### src/design/cmr_pkg.sv
// Purpose: shared constants for the converter option and calibration bank
// Assumes: one 125 MHz system clock, command codes of the management bus
// Notes:   read-only contents are factory values held as constants here
package cmr_pkg;

   // ***************************************************
   // command codes
   // ***************************************************
   localparam logic [7:0] CMD_SPECIAL_OPTS = 8'hE0;
   localparam logic [7:0] CMD_TEMP_OFFSET = 8'hE1;
   localparam logic [7:0] CMD_REMOTE_CAL = 8'hE2;
   localparam logic [7:0] CMD_REMOTE_CTRL = 8'hE3;
   localparam logic [7:0] CMD_FF_PARAMS = 8'hE6;
   localparam logic [7:0] CMD_TEMP_COEFF = 8'hE7;

   // block transfer byte counts, zero for byte and word transfers
   localparam logic [2:0] LEN_REMOTE_CAL = 3'h4;
   localparam logic [2:0] LEN_FF_PARAMS = 3'h4;
   localparam logic [2:0] LEN_TEMP_COEFF = 3'h6;
   localparam logic [7:0] NO_CMD_BYTE = 8'hFF;

   // ***************************************************
   // special option bits
   // ***************************************************
   localparam int OPT_PEC = 7;
   localparam int OPT_RATIO = 6;
   localparam int OPT_DROOP = 5;
   localparam int OPT_RAMP = 3;
   localparam int OPT_BUS_VOLT = 2;
   localparam logic [7:0] SPECIAL_WR_MASK = 8'hEC;
   localparam logic [7:0] SPECIAL_RESET = 8'h00;

   // ***************************************************
   // remote pin control bits
   // ***************************************************
   localparam int RC_AND_MODE = 4;
   localparam int RC_PIN_EN = 2;
   localparam int RC_POLARITY = 1;
   localparam int RC_QUICK_OFF = 0;
   localparam logic [7:0] REMOTE_WR_MASK = 8'h17;
   localparam logic [7:0] REMOTE_RESET = 8'h00;

   // ***************************************************
   // feed-forward fields
   // ***************************************************
   localparam int FF_EXTRA_LSB = 24;
   localparam int FF_STABLE_LSB = 16;
   localparam int FF_FAST_LSB = 8;
   localparam int FF_ENABLE = 0;
   localparam logic [31:0] FF_WR_MASK = 32'hFFFFFF01;
   localparam logic [31:0] FF_RESET = 32'h40202001;

   // ***************************************************
   // factory read-only contents
   // ***************************************************
   localparam logic [15:0] TEMP_OFFSET_VAL = 16'h0000;
   localparam logic [31:0] REMOTE_CAL_VAL = 32'h01000000;
   localparam logic [47:0] TEMP_COEFF_VAL = 48'h105A0C460F5D;
   localparam int TC_LVL1_LSB = 16;
   localparam int TC_FAC1_LSB = 24;
   localparam int TC_LVL2_LSB = 32;
   localparam int TC_FAC2_LSB = 40;

   // ***************************************************
   // timing
   // ***************************************************
   localparam int CLK_PERIOD_NS = 8;
   localparam int REF_TICK_NS = 27000;
   localparam int REF_TICK_CYCLES = REF_TICK_NS / CLK_PERIOD_NS;
   localparam logic [11:0] REF_STEP_SLOW = 12'h001;
   localparam logic [11:0] REF_STEP_FAST = 12'h003;

endpackage

### src/design/cmr_tick_div.sv
// Purpose: one-cycle enable pulse every DIV system clocks
// Assumes: DIV of two or more
// Notes:   free-running from reset
`timescale 1ns/100ps
`default_nettype none
module cmr_tick_div #(
   parameter int DIV = 4
) (
   input wire logic clk_sys,
   input wire logic nrst,
   output logic tick
);

   logic [11:0] count_r;
   logic tick_r;
   wire lastCount = (count_r == 12'(DIV - 1));

   always_ff @(posedge clk_sys) begin
      if (!nrst) begin
         count_r <= 12'h000;
         tick_r <= 1'b0;
      end else begin
         count_r <= lastCount ? 12'h000 : 12'(count_r + 12'h001);
         tick_r <= lastCount;
      end
   end

   assign tick = tick_r;

endmodule
`default_nettype wire

### src/design/cmr_mfr_config.sv
// Purpose: option, remote pin and calibration register bank with its control effects
// Assumes: bus engine presents command code, data bytes and read requests
// Notes:   block transfers carry a leading byte count, data low byte first
`timescale 1ns/100ps
`default_nettype none

// Behaviour
// - option bit 7 requires packet error checking
// - option bit 6 enables hybrid ratio regulation
// - option bit 5 picks non-linear droop
// - option bit 3 enables adaptive ramp, compensation
// - option bit 2 enables dynamic bus voltage
// - option bits 1:0 reserved, no function
// - temperature offset is read-only word
// - remote calibration: offset bytes 0-1, slope 2-3
// - control bit 4 selects OR or AND
// - control bit 2 enables the remote pin
// - control bit 1 sets pin active level
// - control bit 0: soft stop or quick off
// - big transient halves duty one period
// - stable threshold marks input ready again
// - reference steps one or three per tick
// - level one factor corrects current reading
// - level two factor corrects current reading
// - copper coefficient in low sixteen bits
module cmr_mfr_config import cmr_pkg::*; (
   input wire logic clk_sys,
   input wire logic nrst,
   input wire logic cmdValid,
   input wire logic [7:0] cmdCode,
   input wire logic wrValid,
   input wire logic [7:0] wrByte,
   input wire logic rdReq,
   output logic rdValid,
   output logic [7:0] rdByte,
   output logic cmdKnown,
   output logic pecRequired,
   output logic hybridRatioEn,
   input wire logic vinBelowUvWarn,
   output logic ratioTrack,
   output logic droopNonLinear,
   output logic adaptiveRampEn,
   output logic dynBusVoltEn,
   input wire logic operationOn,
   input wire logic ctrlPinOn,
   input wire logic primaryRemotePin,
   output logic outputOn,
   output logic softStop,
   output logic quickOff,
   output logic feedForwardEn,
   input wire logic swPeriodStart,
   input wire logic [7:0] ffTransient,
   output logic dutyHalve,
   input wire logic [7:0] vinDeviation,
   output logic ffReady,
   input wire logic [11:0] refTarget,
   output logic [11:0] refDac,
   input wire logic [7:0] dieTemp,
   input wire logic [15:0] currentSense,
   output logic [15:0] outputCurrentReading
);

   // ***************************************************
   // command decode
   // ***************************************************
   function automatic logic [2:0] blockLen(input logic [7:0] cmd);
      case (cmd)
         CMD_REMOTE_CAL: blockLen = LEN_REMOTE_CAL;
         CMD_FF_PARAMS: blockLen = LEN_FF_PARAMS;
         CMD_TEMP_COEFF: blockLen = LEN_TEMP_COEFF;
         default: blockLen = 3'h0;
      endcase
   endfunction

   function automatic logic isKnown(input logic [7:0] cmd);
      isKnown = (cmd == CMD_SPECIAL_OPTS) || (cmd == CMD_TEMP_OFFSET) ||
         (cmd == CMD_REMOTE_CTRL) || (blockLen(cmd) != 3'h0);
   endfunction

   logic [7:0] cmd_r;
   logic [2:0] idx_r;
   logic known_r;
   logic [7:0] specialOpts_r;
   logic [7:0] remoteCtrl_r;
   logic [31:0] ffParams_r;
   logic rdValid_r;
   logic [7:0] rdByte_r;

   wire [2:0] curLen = blockLen(cmd_r);
   wire isBlock = (curLen != 3'h0);
   wire countByte = isBlock && (idx_r == 3'h0);
   wire [2:0] dataIdx = isBlock ? 3'(idx_r - 3'h1) : idx_r;
   wire wrOpts = wrValid && known_r && (cmd_r == CMD_SPECIAL_OPTS) && (idx_r == 3'h0);
   wire wrRemote = wrValid && known_r && (cmd_r == CMD_REMOTE_CTRL) && (idx_r == 3'h0);
   wire wrFf = wrValid && known_r && (cmd_r == CMD_FF_PARAMS) && !countByte;

   // ***************************************************
   // transfer position
   // ***************************************************
   always_ff @(posedge clk_sys) begin
      if (!nrst) begin
         cmd_r <= 8'h00;
         known_r <= 1'b0;
         idx_r <= 3'h0;
      end else if (cmdValid) begin
         cmd_r <= cmdCode;
         known_r <= isKnown(cmdCode);
         idx_r <= 3'h0;
      end else if ((wrValid || rdReq) && (idx_r != 3'h7)) begin
         idx_r <= 3'(idx_r + 3'h1);
      end
   end

   // ***************************************************
   // writable registers
   // ***************************************************
   always_ff @(posedge clk_sys) begin
      if (!nrst) begin
         specialOpts_r <= SPECIAL_RESET;
         remoteCtrl_r <= REMOTE_RESET;
      end else begin
         if (wrOpts) begin
            specialOpts_r <= wrByte & SPECIAL_WR_MASK;
         end
         if (wrRemote) begin
            remoteCtrl_r <= wrByte & REMOTE_WR_MASK;
         end
      end
   end

   // a short block write leaves the untouched bytes as they were
   genvar g;
   generate
      for (g = 0; g < 4; g++) begin : gFfByte
         always_ff @(posedge clk_sys) begin
            if (!nrst) begin
               ffParams_r[8*g +: 8] <= FF_RESET[8*g +: 8];
            end else if (wrFf && (dataIdx == 3'(g))) begin
               ffParams_r[8*g +: 8] <= wrByte & FF_WR_MASK[8*g +: 8];
            end
         end
      end
   endgenerate

   // ***************************************************
   // read path
   // ***************************************************
   // read images of the registers and the read-only constants
   wire [47:0] readImage =
      (cmd_r == CMD_SPECIAL_OPTS) ? {40'h0, specialOpts_r} :
      (cmd_r == CMD_TEMP_OFFSET) ? {32'h0, TEMP_OFFSET_VAL} :
      (cmd_r == CMD_REMOTE_CAL) ? {16'h0, REMOTE_CAL_VAL} :
      (cmd_r == CMD_REMOTE_CTRL) ? {40'h0, remoteCtrl_r} :
      (cmd_r == CMD_FF_PARAMS) ? {16'h0, ffParams_r} : TEMP_COEFF_VAL;
   wire [47:0] shiftedImage = readImage >> {dataIdx, 3'b000};
   wire [7:0] readSel = !known_r ? NO_CMD_BYTE :
      countByte ? {5'h00, curLen} : shiftedImage[7:0];

   always_ff @(posedge clk_sys) begin
      if (!nrst) begin
         rdValid_r <= 1'b0;
         rdByte_r <= 8'h00;
      end else begin
         rdValid_r <= rdReq;
         if (rdReq) begin
            rdByte_r <= readSel;
         end
      end
   end

   // ***************************************************
   // remote pin and output enable
   // ***************************************************
   logic outputOn_r;
   logic softStop_r;
   logic quickOff_r;
   logic ratioTrack_r;
   wire andMode = remoteCtrl_r[RC_AND_MODE];
   wire pinAsserted = remoteCtrl_r[RC_POLARITY] ? primaryRemotePin : !primaryRemotePin;
   // disabled pin is neutral in either mode
   wire pinTerm = remoteCtrl_r[RC_PIN_EN] ? pinAsserted : andMode;
   // combine with operation and control pin
   wire onNxt = andMode ? (operationOn && ctrlPinOn && pinTerm) :
      (operationOn || ctrlPinOn || pinTerm);
   wire turnOff = outputOn_r && !onNxt;

   always_ff @(posedge clk_sys) begin
      if (!nrst) begin
         outputOn_r <= 1'b0;
         softStop_r <= 1'b0;
         quickOff_r <= 1'b0;
         ratioTrack_r <= 1'b0;
      end else begin
         outputOn_r <= onNxt;
         softStop_r <= turnOff && !remoteCtrl_r[RC_QUICK_OFF];
         quickOff_r <= turnOff && remoteCtrl_r[RC_QUICK_OFF];
         ratioTrack_r <= specialOpts_r[OPT_RATIO] && vinBelowUvWarn;
      end
   end

   // ***************************************************
   // feed-forward and reference stepping
   // ***************************************************
   logic dutyHalve_r;
   logic ffReady_r;
   logic [11:0] refDac_r;
   logic refTick;
   wire [11:0] refDiff = (refTarget > refDac_r) ? 12'(refTarget - refDac_r) :
      12'(refDac_r - refTarget);
   wire [11:0] stepWant = (refDiff < {4'h0, ffParams_r[FF_FAST_LSB +: 8]}) ?
      REF_STEP_SLOW : REF_STEP_FAST;
   wire [11:0] stepSize = (refDiff < stepWant) ? refDiff : stepWant;

   cmr_tick_div #(.DIV(REF_TICK_CYCLES)) uTick (
      .clk_sys(clk_sys),
      .nrst(nrst),
      .tick(refTick)
   );

   always_ff @(posedge clk_sys) begin
      if (!nrst) begin
         dutyHalve_r <= 1'b0;
         ffReady_r <= 1'b0;
         refDac_r <= 12'h000;
      end else begin
         // held for a whole switching period
         if (swPeriodStart) begin
            dutyHalve_r <= ffParams_r[FF_ENABLE] &&
               (ffTransient > ffParams_r[FF_EXTRA_LSB +: 8]);
         end
         ffReady_r <= (vinDeviation <= ffParams_r[FF_STABLE_LSB +: 8]);
         if (refTick) begin
            refDac_r <= (refTarget > refDac_r) ? 12'(refDac_r + stepSize) :
               12'(refDac_r - stepSize);
         end
      end
   end

   // ***************************************************
   // temperature compensated current reading
   // ***************************************************
   logic [15:0] reading_r;
   wire [7:0] level1 = TEMP_COEFF_VAL[TC_LVL1_LSB +: 8];
   wire [7:0] level2 = TEMP_COEFF_VAL[TC_LVL2_LSB +: 8];
   wire [7:0] compFactor = (dieTemp > level2) ? TEMP_COEFF_VAL[TC_FAC2_LSB +: 8] :
      (dieTemp > level1) ? TEMP_COEFF_VAL[TC_FAC1_LSB +: 8] : 8'h00;
   wire [23:0] compProduct = currentSense * compFactor;
   wire [16:0] compSum = {1'b0, currentSense} + {1'b0, compProduct[23:8]};

   // saturate rather than wrap so a hot overload never reads small
   always_ff @(posedge clk_sys) begin
      if (!nrst) begin
         reading_r <= 16'h0000;
      end else begin
         reading_r <= compSum[16] ? 16'hFFFF : compSum[15:0];
      end
   end

   // ***************************************************
   // outputs
   // ***************************************************
   assign rdValid = rdValid_r;
   assign rdByte = rdByte_r;
   assign cmdKnown = known_r;
   assign pecRequired = specialOpts_r[OPT_PEC];
   assign hybridRatioEn = specialOpts_r[OPT_RATIO];
   assign droopNonLinear = specialOpts_r[OPT_DROOP];
   assign adaptiveRampEn = specialOpts_r[OPT_RAMP];
   assign dynBusVoltEn = specialOpts_r[OPT_BUS_VOLT];
   assign ratioTrack = ratioTrack_r;
   assign outputOn = outputOn_r;
   assign softStop = softStop_r;
   assign quickOff = quickOff_r;
   assign feedForwardEn = ffParams_r[FF_ENABLE];
   assign dutyHalve = dutyHalve_r;
   assign ffReady = ffReady_r;
   assign refDac = refDac_r;
   assign outputCurrentReading = reading_r;
endmodule
`default_nettype wire

### config.mk
export PLATFORM = sky130hd
export DESIGN_NAME = cmr_mfr_config
export DESIGN_NICKNAME = d
export VERILOG_FILES = /design/src/design/cmr_pkg.sv /design/src/design/cmr_tick_div.sv /design/src/design/cmr_mfr_config.sv
export SDC_FILE = /design/constraint.sdc
export NUM_CORES = 1
export LEC_CHECK = 0
export BUFFER_PORTS_ARGS = -buffer_cell sky130_fd_sc_hd__buf_2
export CORE_UTILIZATION = 30
export DETAILED_ROUTE_END_ITERATION = 10
export PLACE_DENSITY_LB_ADDON = 0.12
export SYNTH_ARGS = -nofsm -noshare
export SYNTH_HDL_FRONTEND = slang
export SYNTH_SLANG_ARGS = --single-unit
### constraint.sdc
create_clock -name clk_sys -period 11 [get_ports clk_sys]
set_clock_uncertainty 0.05 [all_clocks]
set_input_delay 1.1 -clock clk_sys [delete_from_list [all_inputs] [get_ports clk_sys]]
set_output_delay 1.1 -clock clk_sys [all_outputs]
set_load 0.02 [all_outputs]
# Yosys cells after proc, flatten, opt, wreduce, memory -nomap -nowiden
# Index checks and enable logic that the tools add are counted.
# W data, S select, Z words.
[classes]
addsub = 8
n_mul = 1
order_cmp = 7
eq_ne = 17
shift = 1
n_mux = 22
bitwise_logic = 1
n_reduce_logical = 38
[op_table]
columns = ["operator", "n"]
rows = [
  ["$mux W45", 5],
  ["$eq A8 B8 Y1 const B", 12],
  ["$shr A45 B6 Y8", 1],
  ["$mux W12", 3],
  ["$sub A12 B12 Y12", 3],
  ["$mul A16 B5 Y21", 1],
  ["$logic_and A1 B1 Y1", 20],
  ["$add A16 B13 Y17", 1],
  ["$gt A8 B7 Y1 const B", 2],
  ["$mux W16", 1],
  ["$mux W8", 2],
  ["$add A12 B1 Y12 const B", 1],
  ["$add A12 B12 Y12", 1],
  ["$eq A12 B12 Y1 const B", 1],
  ["$gt A12 B12 Y1", 1],
  ["$lt A12 B2 Y1", 1],
  ["$lt A12 B8 Y1", 1],
  ["$pmux W3 S2", 2],
  ["$mux W3", 3],
  ["$gt A8 B8 Y1", 1],
  ["$le A8 B8 Y1", 1],
  ["$reduce_or A2 Y1", 4],
  ["$eq A3 B2 Y1 const B", 2],
  ["$logic_not A3 Y1", 2],
  ["12 further kinds", 23],
]
[totals]
regBits = 102
input_bits = 78
output_inout_bits = 50
wordCells = 116

# Longest topological paths before layout
# Gate-level depths: netlist of run 1.
[depth]
ltp_word = 9
ltp_mapped = 39
depth_no_buf = 37

# Modules after synthesis
# A second synthesis of run 1 with hierarchy kept.
[unflattened]
hier_cells = 1082
area_unflattened_um2 = 8931.1
[modules_own_cells]
columns = ["module", "n_inst", "cells_per_inst", "area_per_inst_um2", "seq_area_each_um2"]
rows = [
  ["cmr_mfr_config", 1, 1020, 8340.5, 1781.7],
  ["cmr_tick_div", 1, 62, 590.6, 260.2],
]

# Worst setup path after synthesis of run 1
# Ideal clock, no wire load.
[synth_timing]
path_kind = "input to register"
from = "input refTarget[0]"
to = "register refDac_r[11], in the netlist refDac[11]"
setup_ns = 0.129
t_arrival_ns = 8.125
required_time_ns = 10.821
path_slack_ns = 2.696
cell_stages = 39
n_path_buf = 2
cell_sequence = "inv_1 ha_1 inv_1 fa_1 a211oi_1 o21ai_2 a21oi_2 nor2_4 clkbuf_1 mux2_2 ha_1 a21boi_0 o21a_1 o21a_1 o21ai_0 nand2b_1 a21oi_1 o21ai_0 (+3 left out) a2111oi_4 nand4b_2 or3_1 clkbuf_1 inv_2 ha_1 o31ai_1 ha_1 nor2b_1 o21a_1 o21ai_0 a2111oi_0 nor2_1 a211o_1 mux2i_1 a21oi_1 o311ai_1 mux2i_1"
[synth_via]
elab_chain_len = 8
word_cells_on_any_way = 11
classes_between = "add/sub: 4; order compare: 3; mux: 4"
[synth_lines]
columns = ["element", "line", "source"]
rows = [
  ["from (decl)", "cmr_mfr_config.sv:56", "input wire logic [11:0] refTarget,"],
  ["$sub A12 B12 Y12 (tied with other cells)", "cmr_mfr_config.sv:209", "12'(refDac_r - refTarget);"],
  ["$mux W12", "cmr_mfr_config.sv:208", "wire [11:0] refDiff = (refTarget > refDac_r) ? 12'(refTarget - refDac_r) :"],
  ["$lt A12 B8 Y1", "cmr_mfr_config.sv:210", "wire [11:0] stepWant = (refDiff < {4'h0, ffParams_r[FF_FAST_LSB +: 8]}) ?"],
  ["$mux W2", "cmr_mfr_config.sv:210", ""],
  ["$lt A12 B2 Y1", "cmr_mfr_config.sv:212", "wire [11:0] stepSize = (refDiff < stepWant) ? refDiff : stepWant;"],
  ["$mux W12", "cmr_mfr_config.sv:212", ""],
  ["$sub A12 B12 Y12 or $add A12 B12 Y12 (tied branches)", "cmr_mfr_config.sv:234, cmr_mfr_config.sv:233", ""],
  ["$mux W12 *", "cmr_mfr_config.sv:233", "refDac_r <= (refTarget > refDac_r) ? 12'(refDac_r + stepSize) :"],
  ["to (signal assigned)", "cmr_mfr_config.sv:233", ""],
  ["to (decl)", "cmr_mfr_config.sv:206", "logic [11:0] refDac_r;"],
]
# Mark *: on every way between the ends. The rest lies on a longest branch, timed or not.
# A chain may end at the register's enable or synchronous reset.

# Worst setup path in the final report of run 1
# Ends and elaborated chain as after synthesis.

==> results of run 1 <==
[worst min path at each step]
stage	cells past startpoint	endpoint
after global placement	2	quickOff
after detailed placement	1	uTick.count_r[0]
after floorplan	1	softStop
after CTS	1	uTick.count_r[0]
after global routing	2	quickOff
final	1	uTick.count_r[0]
[area by class of cell]
type / instances / area [um^2]
Clock buffer: 9 / 225
Clock inverter: 7 / 68.8
Fill cell: 3056 / 18700
Inverter: 104 / 390
Multi-Input combinational cell: 823 / 6320
Sequential cell: 102 / 2040
Tap cell: 384 / 480
Timing Repair Buffer: 131 / 666
[synth_stat cells, types with 3 or more instances]
master       n  share of area
or3_1       10         0.0070
a211oi_1     6         0.0051
a211o_1      3         0.0030
xor2_1      19          0.019
a21boi_0     5         0.0042
a311oi_1     3         0.0030
nor4_1       5         0.0035
a2111oi_4    3         0.0093
buf_2        4         0.0022
a21o_1      19          0.016
o211ai_1    11         0.0093
fa_1        19          0.043
nor3b_1      4         0.0034
o211a_1      4         0.0045
o21a_1      27          0.023
and4_1       3         0.0030
nor3_1      22          0.012
o21ai_2      3         0.0030
ha_1       119           0.17
xnor2_1     30          0.030
nor2_1      62          0.026
a21oi_1     48          0.027
nand3_1     33          0.019
a31o_2       3         0.0030
inv_1      103          0.043
dfxtp_1    102           0.23
and3_1       9         0.0063
nand2_1     90          0.038
o21bai_1     7         0.0059
and2_1      10         0.0070
a22oi_1      6         0.0051
or2_2        4         0.0028
a31oi_1      8         0.0056
nor2b_1     58          0.041
o21ai_1      4         0.0022
clkbuf_1    30          0.013
nand2b_1     8         0.0056
o21ai_0     42          0.024
nand4_1      8         0.0056
mux2i_1     50          0.056
a22o_1       4         0.0039
[cell families (layout without fill, tap and decap cells)]
family                   after synthesis  count (layout)  share of synthesized area
adder cells (fa/ha/maj)              138             138                      0.210
buffers and inverters                141             251                     0.0609
flip-flops                           102             102                      0.229
AO/OA/AOI/OAI                        244             244                      0.197
multiplexers                          53              53                     0.0600
XOR/XNOR                              49              49                     0.0482
AND/OR/NAND/NOR                      339             339                      0.195
[registers in the layout (all words and copies together), names as in the netlist]
name,flops
outputCurrentReading,16
cmd_r,8
uTick.tick,1
ffParams_r,24
dutyHalve,1
feedForwardEn,1
idx_r,3
specialOpts_r,5
refDac,12
softStop,1
cmdKnown,1
outputOn,1
uTick.count_r,12
rdByte,8
quickOff,1
rdValid,1
remoteCtrl_r,4
ratioTrack,1
ffReady,1
[power by group through the flow]
stage	Clock, mW	Sequential, mW	Combinational, mW
after global placement	0	0.403	0.271
after detailed placement	0	0.403	0.270
after floorplan	0	0.420	0.176
final	0.326	0.394	0.268
after CTS	0.342	0.395	0.272
after global routing	0.354	0.396	0.304
[metrics by stage]
stage	total power [mW]	util	instances	instance area, um^2	setup WS [ns]
after CTS	1.01	0.352	1560	10200	2.29
after global placement	0.675	0.342	1544	9890	2.13
after detailed placement	0.673	0.342	1544	9890	1.92
after floorplan	0.595	-	1066	8900	2.70
after global routing	1.05	0.352	1560	10200	1.66
final	0.989	0.352	1560	10200	2.26
[per-layer routing]
metal	routed length, um	vias to the layer above
met3	850	21
met4	327	2
li1	-	3970
met1	12100	3527
met2	10900	135
met5	13	-
==> results.sh, run 1 <==
export IMPL_outcome="completed"
export IMPL_cts_resized=0
export IMPL_critPathLaunch="refTarget[0]"
export IMPL_met1_usage=0.227
export IMPL_dieArea_mm2=0.0304
export IMPL_max_freq_ghz=0.114
export IMPL_antenna_cells=0
export IMPL_grt_util_met3=0.0284
export IMPL_cpPeakStageDelay_ns=0.60
export IMPL_fin_crit_ns=8.74
export IMPL_synth_distinct_cells=83
export IMPL_cts_htree_levels=3
export IMPL_vdd_ir_drop_max_uv=69.0
export IMPL_cts_tree="built"
export IMPL_seq_power_share=0.399
export IMPL_initial_core_util=0.308
export IMPL_reg2reg_from="refDac[1]"
export IMPL_switching_share=0.333
export IMPL_critPathCaptureType="register"
export IMPL_yosys_warnings=0
export IMPL_synth_seq_cells=102
export IMPL_wl_per_cell_um=15.5
export IMPL_holdWs_ns=0.428
export IMPL_postRouteAntennaNets=0
export IMPL_clk_latency_ns=0.37
export IMPL_pwr_share_clk=0.330
export IMPL_setup_violations=0
export IMPL_rsz0062_at_grt="false"
export IMPL_power_density_mw_per_mm2=97.0
export IMPL_top_usage_layer="met2"
export IMPL_dr_total_vias=7655
export IMPL_hold_start="uTick.count_r[0]"
export IMPL_wl_um=24200
export IMPL_hold_class="reg2reg"
export IMPL_portBuffers=127
export IMPL_finalSetupTns_ns=0
export IMPL_leakage_nw=4.63
export IMPL_grt_total_usage=0.165
export IMPL_final_cell_mix="127 x buf_2, 119 x ha_1, 103 x inv_1, 102 x dfxtp_1, 90 x nand2_1"
export IMPL_worst_setup_path_start_kind="input pin"
export IMPL_critPathKind="in2reg"
export IMPL_cts_buffers=9
export IMPL_gr_usage_met2=0.267
export IMPL_crit_top_cell="ha_1"
export IMPL_grt_overflow=0
export IMPL_cp_num_cells=38
export IMPL_rows=62
export IMPL_r2r_slack_ns=2.64
export IMPL_dr_pass1_iters=5
export IMPL_min_period_over_period=0.795
export IMPL_arrival_ns=8.98
export IMPL_crit_required_ns=11.24
export IMPL_tightest_slew_ns=1.08
export IMPL_p_comb_frac=0.271
export IMPL_post_dp_hpwl_um=19400
export IMPL_synthCells=1066
export IMPL_synthesis_area_mm2=0.00890
export IMPL_critPathSlowestCell="a2111oi_0"
export IMPL_layout_commonest_cell="buf_2"
export IMPL_core_region_area_mm2=0.0289
export IMPL_synth_ff_type="dfxtp_1"
export IMPL_ios=128
export IMPL_grt_pass1_wl_um=40200
export IMPL_crit_buf_inv=4
export IMPL_seq_area_frac_synth=0.229
export IMPL_die_w_um=174
export IMPL_grt_pass1_vias=7467
export IMPL_internal_power_mw=0.660
export IMPL_viasPerCell=4.91
export IMPL_cts_sinks=102
export IMPL_reg2reg_depth=35
export IMPL_drive_gt1_frac=0.150
export IMPL_clk_root_buffer_cell="clkbuf_16"
export IMPL_gp_congestion=0.866
export IMPL_max_cap_viol_count=0
export IMPL_cts_hold_fix_buffers=0
export IMPL_die_h_um=174
export IMPL_layout_nets=1387
export IMPL_slew_headroom=0.276
export IMPL_finalHoldViolCount=0
export IMPL_synthesis_nets=1282
export IMPL_drc_errors=0
export IMPL_antenna_found_initial=1
export IMPL_path_max_fanout=17
export IMPL_avgSynthCellArea_um2=8.35
export IMPL_power_switching_mw=0.329
export IMPL_synth_edf_count=0
export IMPL_async_reset_ff_frac=0
export IMPL_drt_initial_drc_count=349
export IMPL_clockBufferDepth=2
export IMPL_cts_setup_buffers=0
export IMPL_crit_end="refDac[11]"
export IMPL_timing_rr_end="refDac[11]"
export IMPL_slew_viol_final=0
export IMPL_grt_start_max_net_pins=93
export IMPL_area_growth_pct=14.5
export IMPL_cp_top_family="compound AO/OA/AOI/OAI gates"
export IMPL_path_clk_slew_ns=0.08
(Power assumes the default switching activity.)
==> run 2, diff against run 1 <==
ABC_AREA = 1   (was unset)
clock period = 8.65 ns   (was 11 ns; I/O delays follow)
==> run 2 against run 1 <==
  * Critical endpoint unchanged
  * Register-to-register slack got worse by 1.2 ns
  * Count of clock-buffer cells in the layout stayed put
  * Clock power up 38%
  * Core utilization shrank 0.20 points
==> results.sh, run 2 <==
export IMPL_outcome="completed"
export IMPL_reg2reg_depth=41
export IMPL_top_usage_layer="met2"
export IMPL_max_cap_viol_count=0
export IMPL_crit_top_cell="nand2_1"
export IMPL_layout_commonest_cell="nand2_1"
export IMPL_grt_pass1_vias=8241
export IMPL_finalNonFillerCells=1846
export IMPL_cts_hold_fix_buffers=0
export IMPL_synth_ff_type="dfxtp_1"
export IMPL_met1_usage=0.240
export IMPL_ios=128
export IMPL_postRouteAntennaNets=0
export IMPL_avgSynthCellArea_um2=6.74
export IMPL_grt_util_met3=0.0246
export IMPL_cts_tree="built"
export IMPL_arrival_ns=7.52
export IMPL_dr_total_vias=8596
export IMPL_crit_required_ns=8.86
export IMPL_crit_buf_inv=5
export IMPL_path_max_fanout=20
export IMPL_drive_gt1_frac=0.123
export IMPL_power_density_mw_per_mm2=131
export IMPL_rsz0062_at_grt="false"
export IMPL_yosys_warnings=0
export IMPL_vdd_ir_drop_max_uv=70.9
export IMPL_fillers=3247
export IMPL_dieArea_mm2=0.0307
export IMPL_viasPerCell=4.66
export IMPL_synth_top_cells_by_count="304 x nand2_1, 239 x inv_1, 132 x a21oi_1, 119 x ha_1, 102 x dfxtp_1"
export IMPL_grt_overflow=0
export IMPL_antenna_found_initial=0
export IMPL_switching_share=0.353
export IMPL_critPathCaptureType="register"
export IMPL_finalHoldViolCount=0
export IMPL_cp_top_family="simple AND/OR/NAND/NOR gates"
export IMPL_min_period_over_period=0.845
export IMPL_largest_register="ffParams_r"
export IMPL_clockBufferDepth=2
export IMPL_final_cell_mix="304 x nand2_1, 239 x inv_1, 132 x a21oi_1, 127 x buf_2, 119 x ha_1"
export IMPL_clk_latency_ns=0.37
export IMPL_tightest_slew_ns=0.833
export IMPL_cts_sinks=102
export IMPL_holdWs_ns=0.403
export IMPL_slew_viol_final=0
export IMPL_r2r_slack_ns=1.45
export IMPL_synth_edf_count=0
export IMPL_setup_violations=0
export IMPL_synthMostInstantiatedCell="nand2_1"
export IMPL_cpPeakStageDelay_ns=0.47
export IMPL_hold_start="specialOpts_r[6]"
export IMPL_worst_setup_path_start_kind="input pin"
export IMPL_post_dp_hpwl_um=21600
export IMPL_cts_htree_levels=3
export IMPL_path_clk_slew_ns=0.08
export IMPL_yosys_area_top_type_share=0.227
export IMPL_wl_um=26000
export IMPL_cts_resized=0
export IMPL_portBuffers=127
export IMPL_fin_crit_ns=7.31
export IMPL_pwr_share_clk=0.332
export IMPL_antenna_cells=0
export IMPL_grt_pass1_wl_um=42400
export IMPL_largest_register_ffs=24
export IMPL_gr_usage_met2=0.284
export IMPL_critPathSlowestCell="fa_1"
export IMPL_synthesis_nets=1550
export IMPL_seq_area_frac_synth=0.227
export IMPL_synth_seq_cells=102
export IMPL_synthesis_area_mm2=0.00900
export IMPL_initial_core_util=0.304
export IMPL_leakage_nw=5.59
export IMPL_timing_rr_end="refDac[11]"
export IMPL_synthCells=1334
export IMPL_core_region_area_mm2=0.0296
export IMPL_cts_buffers=9
export IMPL_post_place_cells=1830
export IMPL_crit_end="refDac[11]"
export IMPL_wl_per_cell_um=14.1
export IMPL_seq_power_share=0.373
export IMPL_p_comb_frac=0.295
export IMPL_drt_initial_drc_count=457
export IMPL_die_h_um=175
export IMPL_max_freq_ghz=0.137
export IMPL_area_growth_pct=15.0
export IMPL_power_switching_mw=0.480
export IMPL_ys_top_cells_by_area="dfxtp_1 23%, ha_1 17%, nand2_1 13%"
export IMPL_drc_errors=0
export IMPL_cp_num_cells=44
export IMPL_grt_total_usage=0.173
export IMPL_slew_headroom=0.444
export IMPL_yosysTopAreaCell="dfxtp_1"
export IMPL_finalSetupTns_ns=0
export IMPL_hold_class="reg2reg"
export IMPL_layout_nets=1667
export IMPL_reg2reg_from="refDac[1]"
export IMPL_grt_start_max_net_pins=64
export IMPL_internal_power_mw=0.880
export IMPL_critPathKind="in2reg"
export IMPL_gp_congestion=0.911
export IMPL_async_reset_ff_frac=0
export IMPL_critPathLaunch="refTarget[0]"
export IMPL_clk_root_buffer_cell="clkbuf_16"
export IMPL_rows=63
export IMPL_dr_pass1_iters=7
export IMPL_synth_distinct_cells=46
export IMPL_die_w_um=175
export IMPL_cts_setup_buffers=0
[run 2: kinds of logic (layout without fill, tap and decap cells)]
kind of cell | Yosys count | after routing | synth area share
AND/OR/NAND/NOR | 497 | 497 | 0.239
AO/OA/AOI/OAI | 281 | 281 | 0.169
buffers and inverters | 274 | 396 | 0.117
adder cells (fa/ha/maj) | 138 | 138 | 0.208
flip-flops | 102 | 102 | 0.227
XOR/XNOR | 42 | 42 | 0.0409
[run 2: worst min-delay path by stage]
stage | end | slack (ns) | depth (start not counted)
2_1_floorplan | softStop | 0.36 | 1
3_3_place_gp | ratioTrack | 0.39 | 2
3_5_place_dp | ratioTrack | 0.40 | 2
4_1_cts | ratioTrack | 0.41 | 2
5_1_grt | ratioTrack | 0.43 | 2
6_report | ratioTrack | 0.40 | 2
[run 2: power by group through the flow]
stage	Clock, mW	Combinational (mW)	Sequential (mW)
5_1_grt	0.484	0.462	0.512
4_1_cts	0.467	0.407	0.510
3_5_place_dp	0	0.403	0.520
6_report	0.451	0.401	0.508
2_1_floorplan	0	0.257	0.544
3_3_place_gp	0	0.406	0.521
[run 2: worst register-to-register path: cells and delay by family, from the launching register on]
kind	cells	cell delay (ns)
AND/OR/NAND/NOR	21	2.43
AO/OA/AOI/OAI	12	2.08
adder cells (fa/ha/maj)	5	1.64
flip-flops	1	0.53
buffers and inverters	3	0.33
[run 2: area by class of cell]
class	count	area (um^2)	share of cell area
timing repair buffer	128	643	0.0621
multi-input combinational	958	5910	0.571
clock inverter	7	97.6	0.00943
sequential	102	2040	0.197
clock buffer	9	225	0.0218
inverter	252	948	0.0916
tap	390	488	0.0471
[run 2: layer usage]
metal	vias to the layer above	routed length, um	share of wire
met2	126	11700	0.45
met3	19	851	0.033
li1	4564	-	-
met4	0	321	0.012
met5	-	0	0
met1	3887	13100	0.51
[run 2: per-stage QoR]
stage	total power, mW	util	setup slack (ns)	area (um^2)
floorplan	0.800	-	2.20	9000
global placement	0.928	0.339	0.879	10000
detailed placement	0.923	0.339	0.930	10000
CTS	1.38	0.350	1.30	10300
global route	1.46	0.350	0.733	10300
finish	1.36	0.350	1.34	10300
